File: config.mk
export PLATFORM = sky130hd
export DESIGN_NAME = graph_digit_cmd
export DESIGN_NICKNAME = d
export VERILOG_FILES = /design/src/design/graph_digit_pkg.sv /design/src/design/cmd_param_count.sv /design/src/design/graph_digit_cmd.sv
export VERILOG_INCLUDE_DIRS = /design/src /design/src/design
export SDC_FILE = /design/constraint.sdc
export NUM_CORES = 1
export LEC_CHECK = 0
export BUFFER_PORTS_ARGS = -buffer_cell sky130_fd_sc_hd__buf_2
export CORE_ASPECT_RATIO = 0.6
export CORE_MARGIN = 2
export CORE_UTILIZATION = 24
export CTS_BUF_LIST = sky130_fd_sc_hd__clkbuf_8
export DETAILED_ROUTE_END_ITERATION = 7
export MAX_ROUTING_LAYER = met4
export REMOVE_ABC_BUFFERS = 1
export SYNTH_ARGS = -nofsm -noshare
export SYNTH_HDL_FRONTEND = slang
export SYNTH_HIERARCHICAL = 1
export SYNTH_SLANG_ARGS = --single-unit
export TNS_END_PERCENT = 30
File: constraint.sdc
create_clock -name clk_i -period 3.03 [get_ports clk_i]
set_input_delay 0.4545 -clock clk_i [delete_from_list [all_inputs] [get_ports clk_i]]
set_output_delay 0.4545 -clock clk_i [all_outputs]
set_load 0.03 [all_outputs]
File: src/design/graph_digit_consts.svh
// command codes, bar widths and limits for the graph and digit command decoder
// assumes inclusion by bare name from design files
`ifndef GRAPH_DIGIT_CONSTS_SVH
`define GRAPH_DIGIT_CONSTS_SVH
`define CMD_PREFIX 8'hfe
`define CMD_MED_INIT 8'h6d
`define CMD_MED_PLACE 8'h6f
`define CMD_HBAR_INIT 8'h68
`define CMD_HBAR_PLACE 8'h7c
`define CMD_NBAR_INIT 8'h73
`define CMD_WBAR_INIT 8'h76
`define CMD_VBAR_PLACE 8'h3d
`define CMD_OUT_ON 8'h57
`define CMD_OUT_OFF 8'h56
`define CMD_OUT_BOOT 8'hc3
`define NARROW_BAR_PX 8'h02
`define WIDE_BAR_PX 8'h05
`define ROW_MAX 8'h14
`define COL_MAX 8'h04
`define HCOL_MAX 8'h14
`define HROW_MAX 8'h04
`define HLEN_MAX 8'h64
`define VLEN_MAX 8'h20
`define DIGIT_MAX 8'h09
`endif

File: src/design/graph_digit_pkg.sv
// types shared by the graph and digit command decoder
// assumes no other package
package graph_digit_pkg;
  typedef enum logic [1:0] {
    BANK_NONE = 2'b00,
    BANK_MEDIUM = 2'b01,
    BANK_HBAR = 2'b10,
    BANK_VBAR = 2'b11
  } bank_t;
  typedef enum logic [2:0] {
    DRAW_NONE = 3'b000,
    DRAW_DIGIT = 3'b001,
    DRAW_HBAR = 3'b010,
    DRAW_VBAR = 3'b011
  } draw_t;
endpackage

File: src/design/cmd_param_count.sv
// maps a command code to the number of parameter bytes it carries
// assumes codes from the shared constants header; unknown codes report invalid
`timescale 1ns/10ps
`include "graph_digit_consts.svh"
module cmd_param_count (
  // code in
  input wire logic [7:0] code_i,
  // count out
  output logic [2:0] count_o,
  output logic known_o
);
  assign known_o = (code_i == `CMD_MED_INIT) || (code_i == `CMD_MED_PLACE) ||
                   (code_i == `CMD_HBAR_INIT) || (code_i == `CMD_HBAR_PLACE) ||
                   (code_i == `CMD_NBAR_INIT) || (code_i == `CMD_WBAR_INIT) ||
                   (code_i == `CMD_VBAR_PLACE) || (code_i == `CMD_OUT_ON) ||
                   (code_i == `CMD_OUT_OFF) || (code_i == `CMD_OUT_BOOT);
  assign count_o = (code_i == `CMD_MED_PLACE) ? 3'h3 :
                   (code_i == `CMD_HBAR_PLACE) ? 3'h4 :
                   (code_i == `CMD_VBAR_PLACE) ? 3'h2 :
                   (code_i == `CMD_OUT_BOOT) ? 3'h2 :
                   ((code_i == `CMD_OUT_ON) || (code_i == `CMD_OUT_OFF)) ? 3'h1 : 3'h0;
endmodule // cmd_param_count

File: src/design/graph_digit_cmd.sv
// command decoder for medium digits, bar graphs and switched outputs
// assumes bytes arrive one per byte_valid_i pulse, synchronous to clk_i;
// drawing and non-volatile storage are done outside from the pulses issued here
//
// How it works
// - medium digit place: prefix, code, then row, column, digit bytes in order
// - medium digit place draws one numeral two rows tall, one column wide
// - digit is one decimal numeral; row 1..20, column 1..4
// - horizontal bar init loads the horizontal bar bank
// - horizontal bar carries column, row, direction, length; drawn from that cell
// - direction zero grows right, one grows left
// - horizontal bar length in pixels, zero to one hundred
// - horizontal bar column 1..20, row 1..4
// - a new horizontal bar replaces earlier content in its cells
// - narrow bar init loads a bank with two pixel wide bars
// - wide bar init loads a bank with five pixel wide bars
// - vertical bar carries column, length; grows upward from first row
// - vertical bar height zero to thirty-two pixels, column 1..20
// - a new vertical bar replaces earlier vertical bar content
// - output-on with number byte drives that switched output high
// - output-off with number byte drives that switched output low
// - start-up output stores number and state persistently for next power-up
// - start-up state byte one means on, zero means off
// - medium numeral init loads the medium number bank
`timescale 1ns/10ps
`include "graph_digit_consts.svh"
module graph_digit_cmd #(
  parameter int OUT_COUNT = 8
) (
  // clock and reset
  input wire logic clk_i,
  input wire logic reset_n_i,
  // command byte stream
  input wire logic byte_valid_i,
  input wire logic [7:0] byte_i,
  // start-up output states read from non-volatile memory
  input wire logic nv_ready_i,
  input wire logic [OUT_COUNT-1:0] nv_out_state_i,
  // character bank in use
  output graph_digit_pkg::bank_t bank_o,
  output logic [7:0] bar_width_o,
  output logic bank_load_o,
  // draw request
  output graph_digit_pkg::draw_t draw_o,
  output logic draw_valid_o,
  output logic [7:0] draw_col_o,
  output logic [7:0] draw_row_o,
  output logic [7:0] draw_value_o,
  output logic draw_left_o,
  output logic draw_error_o,
  // switched outputs
  output logic [OUT_COUNT-1:0] switched_output_o,
  // non-volatile store request
  output logic nv_write_o,
  output logic [7:0] nv_number_o,
  output logic nv_state_o,
  // decoder state
  output logic busy_o
);
  typedef enum logic [1:0] {
    ST_PREFIX = 2'b00,
    ST_CODE = 2'b01,
    ST_PARAM = 2'b10
  } state_t;

  state_t state_q;
  state_t state_d;
  logic [7:0] code_q;
  logic [2:0] need_q;
  logic [2:0] got_q;
  logic [7:0] p0_q;
  logic [7:0] p1_q;
  logic [7:0] p2_q;
  logic boot_done_q;
  graph_digit_pkg::bank_t bank_q;
  logic [7:0] bar_width_q;
  logic bank_load_q;
  graph_digit_pkg::draw_t draw_q;
  logic draw_valid_q;
  logic [7:0] draw_col_q;
  logic [7:0] draw_row_q;
  logic [7:0] draw_value_q;
  logic draw_left_q;
  logic draw_error_q;
  logic [OUT_COUNT-1:0] out_q;
  logic nv_write_q;
  logic [7:0] nv_number_q;
  logic nv_state_q;
  logic busy_q;

  wire logic [2:0] param_count;
  wire logic code_known;

  cmd_param_count u_count (
    .code_i(byte_i),
    .count_o(param_count),
    .known_o(code_known)
  );

  // position parameters count from one, so zero is out of range for all of them
  function automatic logic in_range(input logic [7:0] v, input logic [7:0] max);
    in_range = (v >= 8'h01) && (v <= max);
  endfunction

  // a command is complete when its last parameter byte arrives, or at once if it has none
  wire logic take_code = byte_valid_i && (state_q == ST_CODE) && code_known;
  wire logic last_param = byte_valid_i && (state_q == ST_PARAM) && (got_q + 3'h1 == need_q);
  wire logic exec_now = (take_code && (param_count == 3'h0)) || last_param;
  wire logic [7:0] exec_code = take_code ? byte_i : code_q;
  wire logic [7:0] last_byte = byte_i;

  wire logic med_ok = in_range(p0_q, `ROW_MAX) && in_range(p1_q, `COL_MAX) &&
                      (last_byte <= `DIGIT_MAX) && (bank_q == graph_digit_pkg::BANK_MEDIUM);
  wire logic hbar_ok = in_range(p0_q, `HCOL_MAX) && in_range(p1_q, `HROW_MAX) &&
                       (p2_q <= 8'h01) && (last_byte <= `HLEN_MAX) &&
                       (bank_q == graph_digit_pkg::BANK_HBAR);
  wire logic vbar_ok = in_range(p0_q, `HCOL_MAX) && (last_byte <= `VLEN_MAX) &&
                       (bank_q == graph_digit_pkg::BANK_VBAR);
  wire logic out_sel_ok = (last_byte >= 8'h01) && (last_byte <= 8'(OUT_COUNT));
  wire logic [7:0] out_index = last_byte - 8'h01;

  // one compare per output bit keeps a variable index out of the set and clear paths
  wire logic [OUT_COUNT-1:0] out_hit;
  generate
    for (genvar k = 0; k < OUT_COUNT; k++) begin : g_out_hit
      assign out_hit[k] = out_sel_ok && (out_index == 8'(k));
    end
  endgenerate
  // start-up states win over an output command ending in the same cycle; that command is lost
  wire logic boot_apply = !boot_done_q && nv_ready_i;
  wire logic out_on_now = exec_now && (exec_code == `CMD_OUT_ON);
  wire logic out_off_now = exec_now && (exec_code == `CMD_OUT_OFF);
  wire logic boot_store_now = exec_now && (exec_code == `CMD_OUT_BOOT) &&
                              (last_byte <= 8'h01);

  always_comb begin
    state_d = state_q;
    if (byte_valid_i) begin
      case (state_q)
        ST_PREFIX: state_d = (byte_i == `CMD_PREFIX) ? ST_CODE : ST_PREFIX;
        // an unknown code drops the frame; bytes it would have carried are read as idle
        ST_CODE: state_d = (code_known && param_count != 3'h0) ? ST_PARAM : ST_PREFIX;
        ST_PARAM: state_d = last_param ? ST_PREFIX : ST_PARAM;
        default: state_d = ST_PREFIX;
      endcase
    end
  end

  always_ff @(posedge clk_i or negedge reset_n_i) begin
    if (!reset_n_i) begin
      state_q <= ST_PREFIX;
      code_q <= 8'h00;
      need_q <= 3'h0;
      got_q <= 3'h0;
      p0_q <= 8'h00;
      p1_q <= 8'h00;
      p2_q <= 8'h00;
      busy_q <= 1'b0;
    end else begin
      state_q <= state_d;
      // busy_o comes from its own flop; it always equals state_q != ST_PREFIX
      busy_q <= (state_d != ST_PREFIX);
      if (take_code) begin
        code_q <= byte_i;
        need_q <= param_count;
        got_q <= 3'h0;
      end else if (byte_valid_i && state_q == ST_PARAM) begin
        got_q <= got_q + 3'h1;
        case (got_q)
          3'h0: p0_q <= byte_i;
          3'h1: p1_q <= byte_i;
          3'h2: p2_q <= byte_i;
          default: p2_q <= p2_q;
        endcase
      end
    end
  end

  // character bank selection; a new bank replaces the old as active memory
  always_ff @(posedge clk_i or negedge reset_n_i) begin
    if (!reset_n_i) begin
      bank_q <= graph_digit_pkg::BANK_NONE;
      bar_width_q <= 8'h00;
      bank_load_q <= 1'b0;
    end else begin
      bank_load_q <= 1'b0;
      if (exec_now) begin
        case (exec_code)
          `CMD_MED_INIT: begin
            bank_q <= graph_digit_pkg::BANK_MEDIUM;
            bank_load_q <= 1'b1;
          end
          `CMD_HBAR_INIT: begin
            bank_q <= graph_digit_pkg::BANK_HBAR;
            bank_load_q <= 1'b1;
          end
          `CMD_NBAR_INIT: begin
            bank_q <= graph_digit_pkg::BANK_VBAR;
            bar_width_q <= `NARROW_BAR_PX;
            bank_load_q <= 1'b1;
          end
          `CMD_WBAR_INIT: begin
            bank_q <= graph_digit_pkg::BANK_VBAR;
            bar_width_q <= `WIDE_BAR_PX;
            bank_load_q <= 1'b1;
          end
          default: bank_load_q <= 1'b0;
        endcase
      end
    end
  end

  // draw requests; out of range or missing bank raise draw_error_o and draw nothing
  always_ff @(posedge clk_i or negedge reset_n_i) begin
    if (!reset_n_i) begin
      draw_q <= graph_digit_pkg::DRAW_NONE;
      draw_valid_q <= 1'b0;
      draw_col_q <= 8'h00;
      draw_row_q <= 8'h00;
      draw_value_q <= 8'h00;
      draw_left_q <= 1'b0;
      draw_error_q <= 1'b0;
    end else begin
      draw_valid_q <= 1'b0;
      draw_error_q <= 1'b0;
      if (exec_now) begin
        case (exec_code)
          `CMD_MED_PLACE: begin
            draw_q <= graph_digit_pkg::DRAW_DIGIT;
            draw_row_q <= p0_q;
            draw_col_q <= p1_q;
            draw_value_q <= last_byte;
            draw_left_q <= 1'b0;
            draw_valid_q <= med_ok;
            draw_error_q <= !med_ok;
          end
          `CMD_HBAR_PLACE: begin
            draw_q <= graph_digit_pkg::DRAW_HBAR;
            draw_col_q <= p0_q;
            draw_row_q <= p1_q;
            draw_left_q <= p2_q[0];
            draw_value_q <= last_byte;
            draw_valid_q <= hbar_ok;
            draw_error_q <= !hbar_ok;
          end
          `CMD_VBAR_PLACE: begin
            draw_q <= graph_digit_pkg::DRAW_VBAR;
            draw_col_q <= p0_q;
            draw_row_q <= 8'h01;
            draw_left_q <= 1'b0;
            draw_value_q <= last_byte;
            draw_valid_q <= vbar_ok;
            draw_error_q <= !vbar_ok;
          end
          default: draw_valid_q <= 1'b0;
        endcase
      end
    end
  end

  // switched outputs; start-up states are applied once when non-volatile memory is ready
  always_ff @(posedge clk_i or negedge reset_n_i) begin
    if (!reset_n_i) begin
      out_q <= '0;
      boot_done_q <= 1'b0;
      nv_write_q <= 1'b0;
      nv_number_q <= 8'h00;
      nv_state_q <= 1'b0;
    end else begin
      nv_write_q <= 1'b0;
      if (boot_apply) begin
        out_q <= nv_out_state_i;
        boot_done_q <= 1'b1;
      end else if (out_on_now) begin
        out_q <= out_q | out_hit;
      end else if (out_off_now) begin
        out_q <= out_q & ~out_hit;
      end
      // stored only; the live output changes at the next power-up
      if (boot_store_now) begin
        nv_write_q <= 1'b1;
        nv_number_q <= p0_q;
        nv_state_q <= last_byte[0];
      end
    end
  end

  assign bank_o = bank_q;
  assign bar_width_o = bar_width_q;
  assign bank_load_o = bank_load_q;
  assign draw_o = draw_q;
  assign draw_valid_o = draw_valid_q;
  assign draw_col_o = draw_col_q;
  assign draw_row_o = draw_row_q;
  assign draw_value_o = draw_value_q;
  assign draw_left_o = draw_left_q;
  assign draw_error_o = draw_error_q;
  assign switched_output_o = out_q;
  assign nv_write_o = nv_write_q;
  assign nv_number_o = nv_number_q;
  assign nv_state_o = nv_state_q;
  assign busy_o = busy_q;
endmodule // graph_digit_cmd

# Yosys cells after proc, flatten, opt, wreduce, memory -nomap -nowiden
# Index checks and enable logic that the tools add are counted.
dict set report op_classes {
  addsub 2
  n_lt_le_gt_ge 11
  n_eq_ne 36
  n_mux 29
  bitwise 4
  reduce_logical 72
}
# cell n
set op_table {}
lappend op_table {{$eq A8 B7 Y1 const B} 16}
lappend op_table {{$eq A8 B3 Y1 const B} 4}
lappend op_table {{$mux W8} 4}
lappend op_table {{$pmux W8 S2} 2}
lappend op_table {{$logic_and A1 B1 Y1} 30}
lappend op_table {{$eq A8 B8 Y1 const B} 3}
lappend op_table {{$ge A8 B1 Y1 const B} 3}
lappend op_table {{$pmux W8 S3} 1}
lappend op_table {{$mux W3} 6}
lappend op_table {{$eq A8 B2 Y1 const B} 2}
lappend op_table {{$eq A8 B6 Y1 const B} 2}
lappend op_table {{$le A8 B1 Y1 const B} 2}
lappend op_table {{$le A8 B4 Y1 const B} 2}
lappend op_table {{$pmux W2 S3} 2}
lappend op_table {{$reduce_and A2 Y1} 6}
lappend op_table {{$reduce_bool A3 Y1} 4}
lappend op_table {{$logic_or A1 B1 Y1} 11}
lappend op_table {{$reduce_bool A2 Y1} 5}
lappend op_table {{$pmux W3 S3} 1}
lappend op_table {{$reduce_and A3 Y1} 3}
lappend op_table {{$and A8 B8 Y8} 1}
lappend op_table {{$eq A8 B1 Y1 const B} 1}
lappend op_table {{$le A8 B3 Y1 const B} 1}
lappend op_table {{$le A8 B5 Y1 const B} 1}
lappend op_table {{other kinds (23)} 41}
dict set report word_totals {
  register_bits 101
  elab_cells 177
}

# Longest topological paths before layout
# Gate-level depths: netlist (run 1).
dict set report depth {
  word_depth 17
  depth_mapped 12
  mapped_depth_nobuf 9
}

# Hierarchy
# Netlist (run 1), hierarchy kept.
# module n_inst cells_each area_each_um2 seq_area_each_um2
set by_module_without_submodules {}
lappend by_module_without_submodules {graph_digit_cmd 1 439 4844.6 2352.3}
lappend by_module_without_submodules {cmd_param_count 1 21 146.4 0.0}

# Least setup slack after synthesis (run 1)
# OpenSTA, ideal clock, no wires.
dict set report synth_timing {
  path_kind {input to register}
  start {in byte_i[1]}
  end {reg draw_col_q[0], in the netlist draw_col_o[0]}
  setup_ns 0.125
  arrival_ns 3.079
  required_ns 2.905
  setup_slack_ns -0.174
  stages 11
  cell_sequence {or4b_1 > nor3_2 > a41oi_1 > o311ai_1 > nand4b_1 > or4_1 > a21oi_1 > o21a_1 > buf_2 > buf_2 > mux2_2}
}
dict set report synth_via {
  elab_chain_cells 16
  elab_cells_between_ends 37
  classes_between {eq/ne: 13; mux: 7; reduce/logical: 17}
}
# item line
set synth_rtl {}
lappend synth_rtl {{start: declaration} graph_digit_cmd.sv:35} ;# input wire logic [7:0] byte_i,
lappend synth_rtl {{$eq A8 B7 Y1 (no line)} -}
lappend synth_rtl {{$logic_or A1 B1 Y1 (8 in a row)} cmd_param_count.sv:12} ;# assign known_o = (code_i == `CMD_MED_INIT) || (code_i == `CMD_MED_PLACE) ||
lappend synth_rtl {{$logic_or A1 B1 Y1 *} cmd_param_count.sv:12}
lappend synth_rtl {{named net code_known} graph_digit_cmd.sv:92} ;# wire logic code_known;
lappend synth_rtl {{$logic_and A1 B1 Y1 *} graph_digit_cmd.sv:106} ;# wire logic take_code = byte_valid_i && (state_q == ST_CODE) && code_known;
lappend synth_rtl {{$mux W8} -}
lappend synth_rtl {{$eq A8 B6 Y1 / $eq A8 B7 Y1 (equally long branches)} graph_digit_cmd.sv:227} ;# case (exec_code)
lappend synth_rtl {{$reduce_or A2 Y1 (no line)} -}
lappend synth_rtl {{$reduce_bool A2 Y1 (no line)} -}
lappend synth_rtl {{$reduce_and A2 Y1 (no line)} -}
lappend synth_rtl {{end signal: assignment} graph_digit_cmd.sv:231} ;# draw_col_q <= p1_q;
lappend synth_rtl {{end signal: assignment} graph_digit_cmd.sv:239} ;# draw_col_q <= p0_q;
lappend synth_rtl {{end signal: assignment} graph_digit_cmd.sv:248} ;# draw_col_q <= p0_q;
lappend synth_rtl {{end: declaration} graph_digit_cmd.sv:80} ;# logic [7:0] draw_col_q;
# The timed path passes the listed nets; every way through them passes the cells marked *.
# A chain may end at the register's enable or synchronous reset.

==> results of run 1 <==
[power by group]
group	internal (W)	switching (W)	total, W
Clock	0.000712	0.000457	0.00117
Combinational	0.0000684	0.000141	0.000209
Sequential	0.00127	0.00000856	0.00128
Total	0.00205	0.000606	0.00265
[cell type report]
cell class | count | area (um^2)
clock inverters | 6 | 159
inverters | 10 | 37.5
multi-input cells | 331 | 2500
diodes | 2 | 5.00
clock buffers | 9 | 124
repair buffers | 130 | 810
fillers | 2121 | 13900
flip-flops and latches | 94 | 2350
well taps | 273 | 342
[path summary, 6_finish.rpt]
path	start	endpoint	cells after the start
max reg2reg	got_q[0]	nv_number_o[2]	8
min in group clk_i	nv_ready_i	boot_done_q	2
min	reset_n_i	async pin	1
max	byte_i[1]	register	12
max in group asynchronous	reset_n_i	draw_row_o[5]	2
min reg2reg	need_q[2]	need_q[2]	2
[metrics by stage]
stage | setup slack (ns) | hold WS (ns) | area [um^2] | power, W
2_1_floorplan | -1.14 | 0.159 | 4870 | 0.00138
3_3_place_gp | -0.332 | 0.465 | 5990 | 0.00151
6_report | -0.00233 | 0.119 | 6330 | 0.00265
3_5_place_dp | -0.385 | 0.470 | 5990 | 0.00151
5_1_grt | -0.0186 | 0.163 | 6330 | 0.00276
4_1_cts | 0.0278 | 0.148 | 6270 | 0.00268
[routing by layer]
| metal | vias to the layer above | global-route usage, % | wire length, um | share of wire [%] |
|---|---|---|---|---|
| li1 | 1906 | - | - | - |
| met1 | 2090 | 22.5 | 8240 | 53 |
| met2 | 140 | 18.0 | 5800 | 37 |
| met3 | 9 | 5.30 | 1340 | 8.6 |
| met4 | 0 | 2.64 | 89 | 0.58 |
| met5 | - | - | 0 | 0 |
[logic make-up after synthesis]
group           count (synthesis)
mux                            78
xor+xnor                       10
buf+inv                        40
flops                          94
other cells                     1
simple gates                  172
fa+ha+maj                       4
compound gates                 61
[state kept, by name, indices dropped and copies added (netlist names), 3 cells and up, named ones only]
register,count
code_q,8
p0_q,8
draw_value_o,8
p2_q,8
draw_col_o,8
need_q,3
got_q,3
nv_number_o,8
p1_q,8
draw_row_o,8
[cell usage in the layout (no fill, tap or decap), types with 5 or more instances in the layout]
cell type / Yosys / layout
inv_1: 10 / 10
a31o_2: 6 / 6
xor2_1: 5 / 5
nor2_1: 17 / 17
nand2b_1: 7 / 7
nor2b_1: 7 / 7
conb_1: 1 / 6
nand2_1: 55 / 55
or4_1: 7 / 7
a21oi_1: 7 / 6
bufinv_16: 0 / 5
clkbuf_8: 0 / 9
mux2_2: 75 / 75
or2_2: 6 / 6
nor4_1: 9 / 9
nor3b_1: 11 / 11
nand3_1: 10 / 9
nand4_1: 8 / 8
dfrtp_1: 94 / 94
buf_2: 4 / 73
buf_4: 7 / 55
nand3b_1: 5 / 5
o21ai_0: 11 / 11
[what timing repair did]
action                                  CTS  global route
resized for setup                         0             7
setup buffers                             0             3
endpoints found under the setup margin    0            33
[cells in the mapped netlist (5+ instances only)]
library cell  count  area share, %
a21oi_1           7           0.70
a31o_2            6            1.1
buf_1             5           0.38
buf_4             7            1.1
clkbuf_1         14            1.1
dfrtp_1          94             47
inv_1            10           0.75
mux2_2           75             17
nand2_1          55            4.1
nand2b_1          7           0.88
nand3_1          10            1.0
nand3b_1          5           0.75
nand4_1           8            1.0
nor2_1           17            1.3
nor2b_1           7           0.88
nor3b_1          11            1.7
nor4_1            9            1.1
nor4b_1           5           0.88
o21ai_0          11            1.1
or2_2             6           0.75
or4_1             7            1.1
xor2_1            5           0.88
==> results.cfg, run 1 <==
[global_route]
overflow = 0
track_usage_pct = 14.7
grt_pass1_vias = 4016
grt_pass1_wl_um = 23700
antenna_found_initial = 2
grt_start_max_net_pins = 56

[synth]
synth_compound_area_share_pct = 8.90
async_flop_share_pct = 100
yosysSeqAreaShare_pct = 47.1
synth_edf_count = 0
yosysWarnings = 6
synth_top_family_by_area = simple AND/OR/NAND/NOR gates
syn_avg_cell_area_um2 = 10.9
synthFlopType = dfrtp_1
syn_area_um2 = 4990
yosys-mux-area-fraction_pct = 17.5
synth.distinct_cells = 65
synthAdderAreaFrac_pct = 1.00
synthXorXnorAreaFrac_pct = 2.03
ys_seq_elements = 94
synthSimpleGateAreaFrac_pct = 19.7
syn_inst = 460

[setup_path]
cp_max_fo = 10
critPathSlowestCell = or4_1
critPathKind = in2reg
crit_arrival_ns = 3.31
cp-end-kind = register
worstSetupStartpointType = primary input
critPathBufInv = 3
worstPathRequired_ns = 3.31
cp_top_family = simple AND/OR/NAND/NOR gates
cpPeakStageDelay_ns = 0.59
rrSetupSlack_ns = 0.55
path_cells = buf_2 > or4b_1 > nor3_2 > a41oi_1 > o311ai_2 > nand4b_1 > buf_6 > or4_1 > a222oi_1 > buf_4 > a21oi_1 > nand2b_1

[place]
dpl.cell_count = 834
post-dp-hpwl_um = 11800
portBuffers = 73
gp_congestion = 0.891

[min_path]
hold_path.class = in2async

[clock_network]
clk_latency_ns = 0.38
clock_sinks = 94
hold_buffers = 0
root_buffer = clkbuf_8
cts_made_buffers = 9
h-tree-depth = 3
cts_tree = yes
clk_pin_slew_ns = 0.10
clockBufferDepth = 2

[sta]
tightest_slew_ns = 0.744
hold_viol = 0
worst_slack_ns = -0.00233
finClkSkew_ns = 0.0130
relSlewSlack_pct = 50.4
setup_viol = 1
rsz0062_at_grt = yes
period_needed_ns = 3.03
min_period_over_period_pct = 100
finalMaxSlewViolations = 0
fin_setup_tns_ns = -0.00233
fmax_mhz = 330

[routing]
wl_um = 15500
viasPerCell = 4.85
antenna_left = 0
wl_per_cell_um = 18.1
drt_pass1_iterations = 7
vias = 4145
drtIter0Drc = 391
drc_errors = 0

[floorplan]
die_w_um = 190
initial_core_util_pct = 24.7
rows = 40
core-area_um2 = 20200
pin_count = 80
fp.dieArea_um2 = 22000
die_h_um = 116

[power_and_ir_drop]
powerDensity_nw_per_um2 = 419
peakVddDrop_mv = 0.176
leakagePower_nw = 3.13

[finish]
fin_util_pct = 31.3
drive_gt1_share_pct = 41.6
post_layout_nonfiller_instances = 855
area_growth_pct = 26.8
nets = 600

[flow_run]
cap_violations = 0

[outcome]
violations = negative setup slack
outcome = complete, but fails checks
No activity file was read; power rests on OpenSTA's default activity.
==> inputs of run 2 (changes only) <==
ABC_AREA = 1   (was default)
==> run 2 against run 1 <==
Effect of this change:
- the flow now finishes without violations
- global-route usage is 0.55 points lower
- fmax rose by 17%
- clock skew grew 0.0052 ns
- sequential power grew 27%
- power up 21%
- sequential cell count is the same
- die area rose by 3.4%
- design area is 2.9% lower
- utilization shrank 2.2 points
- cell count increased by 26%
- largest cell class unchanged
- largest power group unchanged
==> results.cfg, run 2 <==
[sta]
fin_setup_tns_ns = 0
fmax_mhz = 387
finClkSkew_ns = 0.0182
period_needed_ns = 2.59
tightest_slew_ns = 0.663
rsz0062_at_grt = no
min_period_over_period_pct = 85.3
hold_viol = 0
setup_viol = 0
relSlewSlack_pct = 55.8
finalMaxSlewViolations = 0

[setup_path]
worstSetupStartpointType = primary input
cp_top_family = simple AND/OR/NAND/NOR gates
critPathKind = in2reg
cp_max_fo = 19
cp-end-kind = register
worstReg2RegStart = got_q[0]
worstPathRequired_ns = 3.31
crit_start = byte_i[5]
critPathSlowestCell = nor2_1
cpPeakStageDelay_ns = 0.29
cp.depth = 18
crit_arrival_ns = 2.87
path_cells = buf_2 > nand2_1 > nor2_1 > nand3_1 > nand2_1 > nor2_1 > nand2_1 > nand2_2 > nor2_8 > nand2_1 > nand2_2 > nand2_4 > nor2_1 > nand3_1 > nand3_1 > nand2_1 > nand2_1 > nand2_1
critPathBufInv = 1
rrSetupSlack_ns = 0.62
crit_path_frequent_cell = nand2_1
reg2reg_depth = 13

[clock_network]
ctsResizeCount = 0
h-tree-depth = 3
clockBufferDepth = 2
cts_made_buffers = 9
clk_latency_ns = 0.40
clock_sinks = 94
cts_tree = yes
hold_buffers = 0
clk_pin_slew_ns = 0.10
postCtsSetupBuffers = 0
root_buffer = clkbuf_8

[power_and_ir_drop]
p_sw_w = 0.00113
sw_frac_of_total_pct = 35.2
clock_power_share_pct = 28.6
p_int_w = 0.00208
p_comb_share_pct = 20.8
seqPwrFrac_pct = 50.7
peakVddDrop_mv = 0.234
leakagePower_nw = 3.32
powerDensity_nw_per_um2 = 522

[min_path]
hold_path.class = in2async

[synth]
async_flop_share_pct = 100
synth_top_cell_by_area = dfrtp_1
yosysSeqAreaShare_pct = 45.5
syn_avg_cell_area_um2 = 7.29
syn_area_um2 = 5170
synthFlopType = dfrtp_1
ys_seq_elements = 94
yosysWarnings = 6
syn_inst = 709
synth.distinct_cells = 37
netlist.area_leader.share_pct = 45.5
synth_most_common_cell = nand2_1
synth_edf_count = 0
synth_commonest_cells = nand2_1, dfrtp_1, nor2_1
synth_area_leaders = dfrtp_1, nand2_1, nor2_1

[finish]
fin_util_pct = 29.1
regArea_um2 = 2350
fillers = 2312
nets = 818
area_growth_pct = 19.0
post_layout_nonfiller_instances = 1078
final_common_cell = nand2_1
multi_input_area_um2 = 2400
antenna_cells = 0
layout_common_cells = nand2_1, dfrtp_1, nor2_1, buf_2, inv_1
drive_gt1_share_pct = 18.6

[routing]
drtIter0Drc = 565
drt_pass1_iterations = 5
drc_errors = 0
wl_per_cell_um = 14.2
wl_um = 15300
viasPerCell = 4.46
antenna_left = 0
vias = 4803

[outcome]
outcome = complete, no violations

[global_route]
grt_pass1_vias = 4496
antenna_found_initial = 0
track_usage_pct = 14.2
overflow = 0
grt_pass1_wl_um = 24900
grt_start_max_net_pins = 51

[place]
portBuffers = 73
gp_congestion = 0.958
dpl.cell_count = 1062
post-dp-hpwl_um = 11700

[floorplan]
rows = 41
initial_core_util_pct = 24.5
die_w_um = 193
die_h_um = 118
core-area_um2 = 21100
pin_count = 80
fp.dieArea_um2 = 22800

[flow_run]
cap_violations = 0
[run 2: changes by cell type after synthesis, moves of 8 or more]
| cell | change |
|---|---|
| nand2_1 | +216 |
| mux2_2 | -75 |
| nor2_1 | +55 |
| inv_1 | +48 |
| nand3_1 | +33 |
| o21ai_0 | +27 |
| nand4_1 | +16 |
| nand2_2 | +14 |
| nor3b_1 | -11 |
| nor4_1 | -8 |
[run 2: how the worst min path moves through the flow]
stage | end | slack [ns]
after floorplan | async pin | 0.16
after global placement | nv_number_o[0] | 0.45
after detailed placement | nv_number_o[2] | 0.46
after CTS | p1_q[5] | 0.1
after global routing | p1_q[5] | 0.13
final | draw_left_o | 0.08
[run 2: kinds of logic after synthesis]
kind of cell	count (synthesis)	synth area share [%]
buffers and inverters	94	8.45
AO/OA/AOI/OAI	61	6.49
flip-flops	94	45.5
adder cells (fa/ha/maj)	4	0.969
AND/OR/NAND/NOR	452	38.0
other	1	0.0726
XOR/XNOR	3	0.509
[run 2: area by class of cell]
| type | count | share of cell area [%] |
|---|---|---|
| timing repair buffer | 98 | 9.65 |
| inverter | 65 | 3.97 |
| clock inverter | 7 | 1.43 |
| clock buffer | 9 | 2.02 |
| sequential | 94 | 38.3 |
| tap | 279 | 5.68 |
| multi-input combinational | 526 | 39.0 |
[run 2: power groups by stage]
stage                     clock network, W  registers [W]  logic, W
final                             0.000917        0.00163  0.000666
after floorplan                          0        0.00160  0.000438
after global routing              0.000994        0.00165  0.000775
after detailed placement                 0        0.00164  0.000664
after global placement                   0        0.00164  0.000655
after CTS                         0.000949        0.00162  0.000668
[run 2: per-stage QoR]
step / total power [W] / hold slack (ns) / cell area [um^2] / setup WS [ns]
after floorplan: 0.00204 / 0.159 / 4990 / 0.200
after global placement: 0.00230 / 0.455 / 5930 / 0.175
after detailed placement: 0.00231 / 0.458 / 5930 / 0.0842
after CTS: 0.00324 / 0.0958 / 6150 / 0.504
after global routing: 0.00342 / 0.126 / 6150 / 0.194
final: 0.00321 / 0.0839 / 6150 / 0.445
[run 2: routing by layer]
layer / GRT usage (%) / wire length [um] / part of all wire, % / up-vias
li1: - / - / - / 2399
met1: 21.5 / 8100 / 53 / 2188
met2: 18.0 / 5680 / 37 / 198
met3: 4.70 / 1390 / 9.1 / 18
met4: 2.58 / 116 / 0.76 / 0
met5: - / 0 / 0 / -
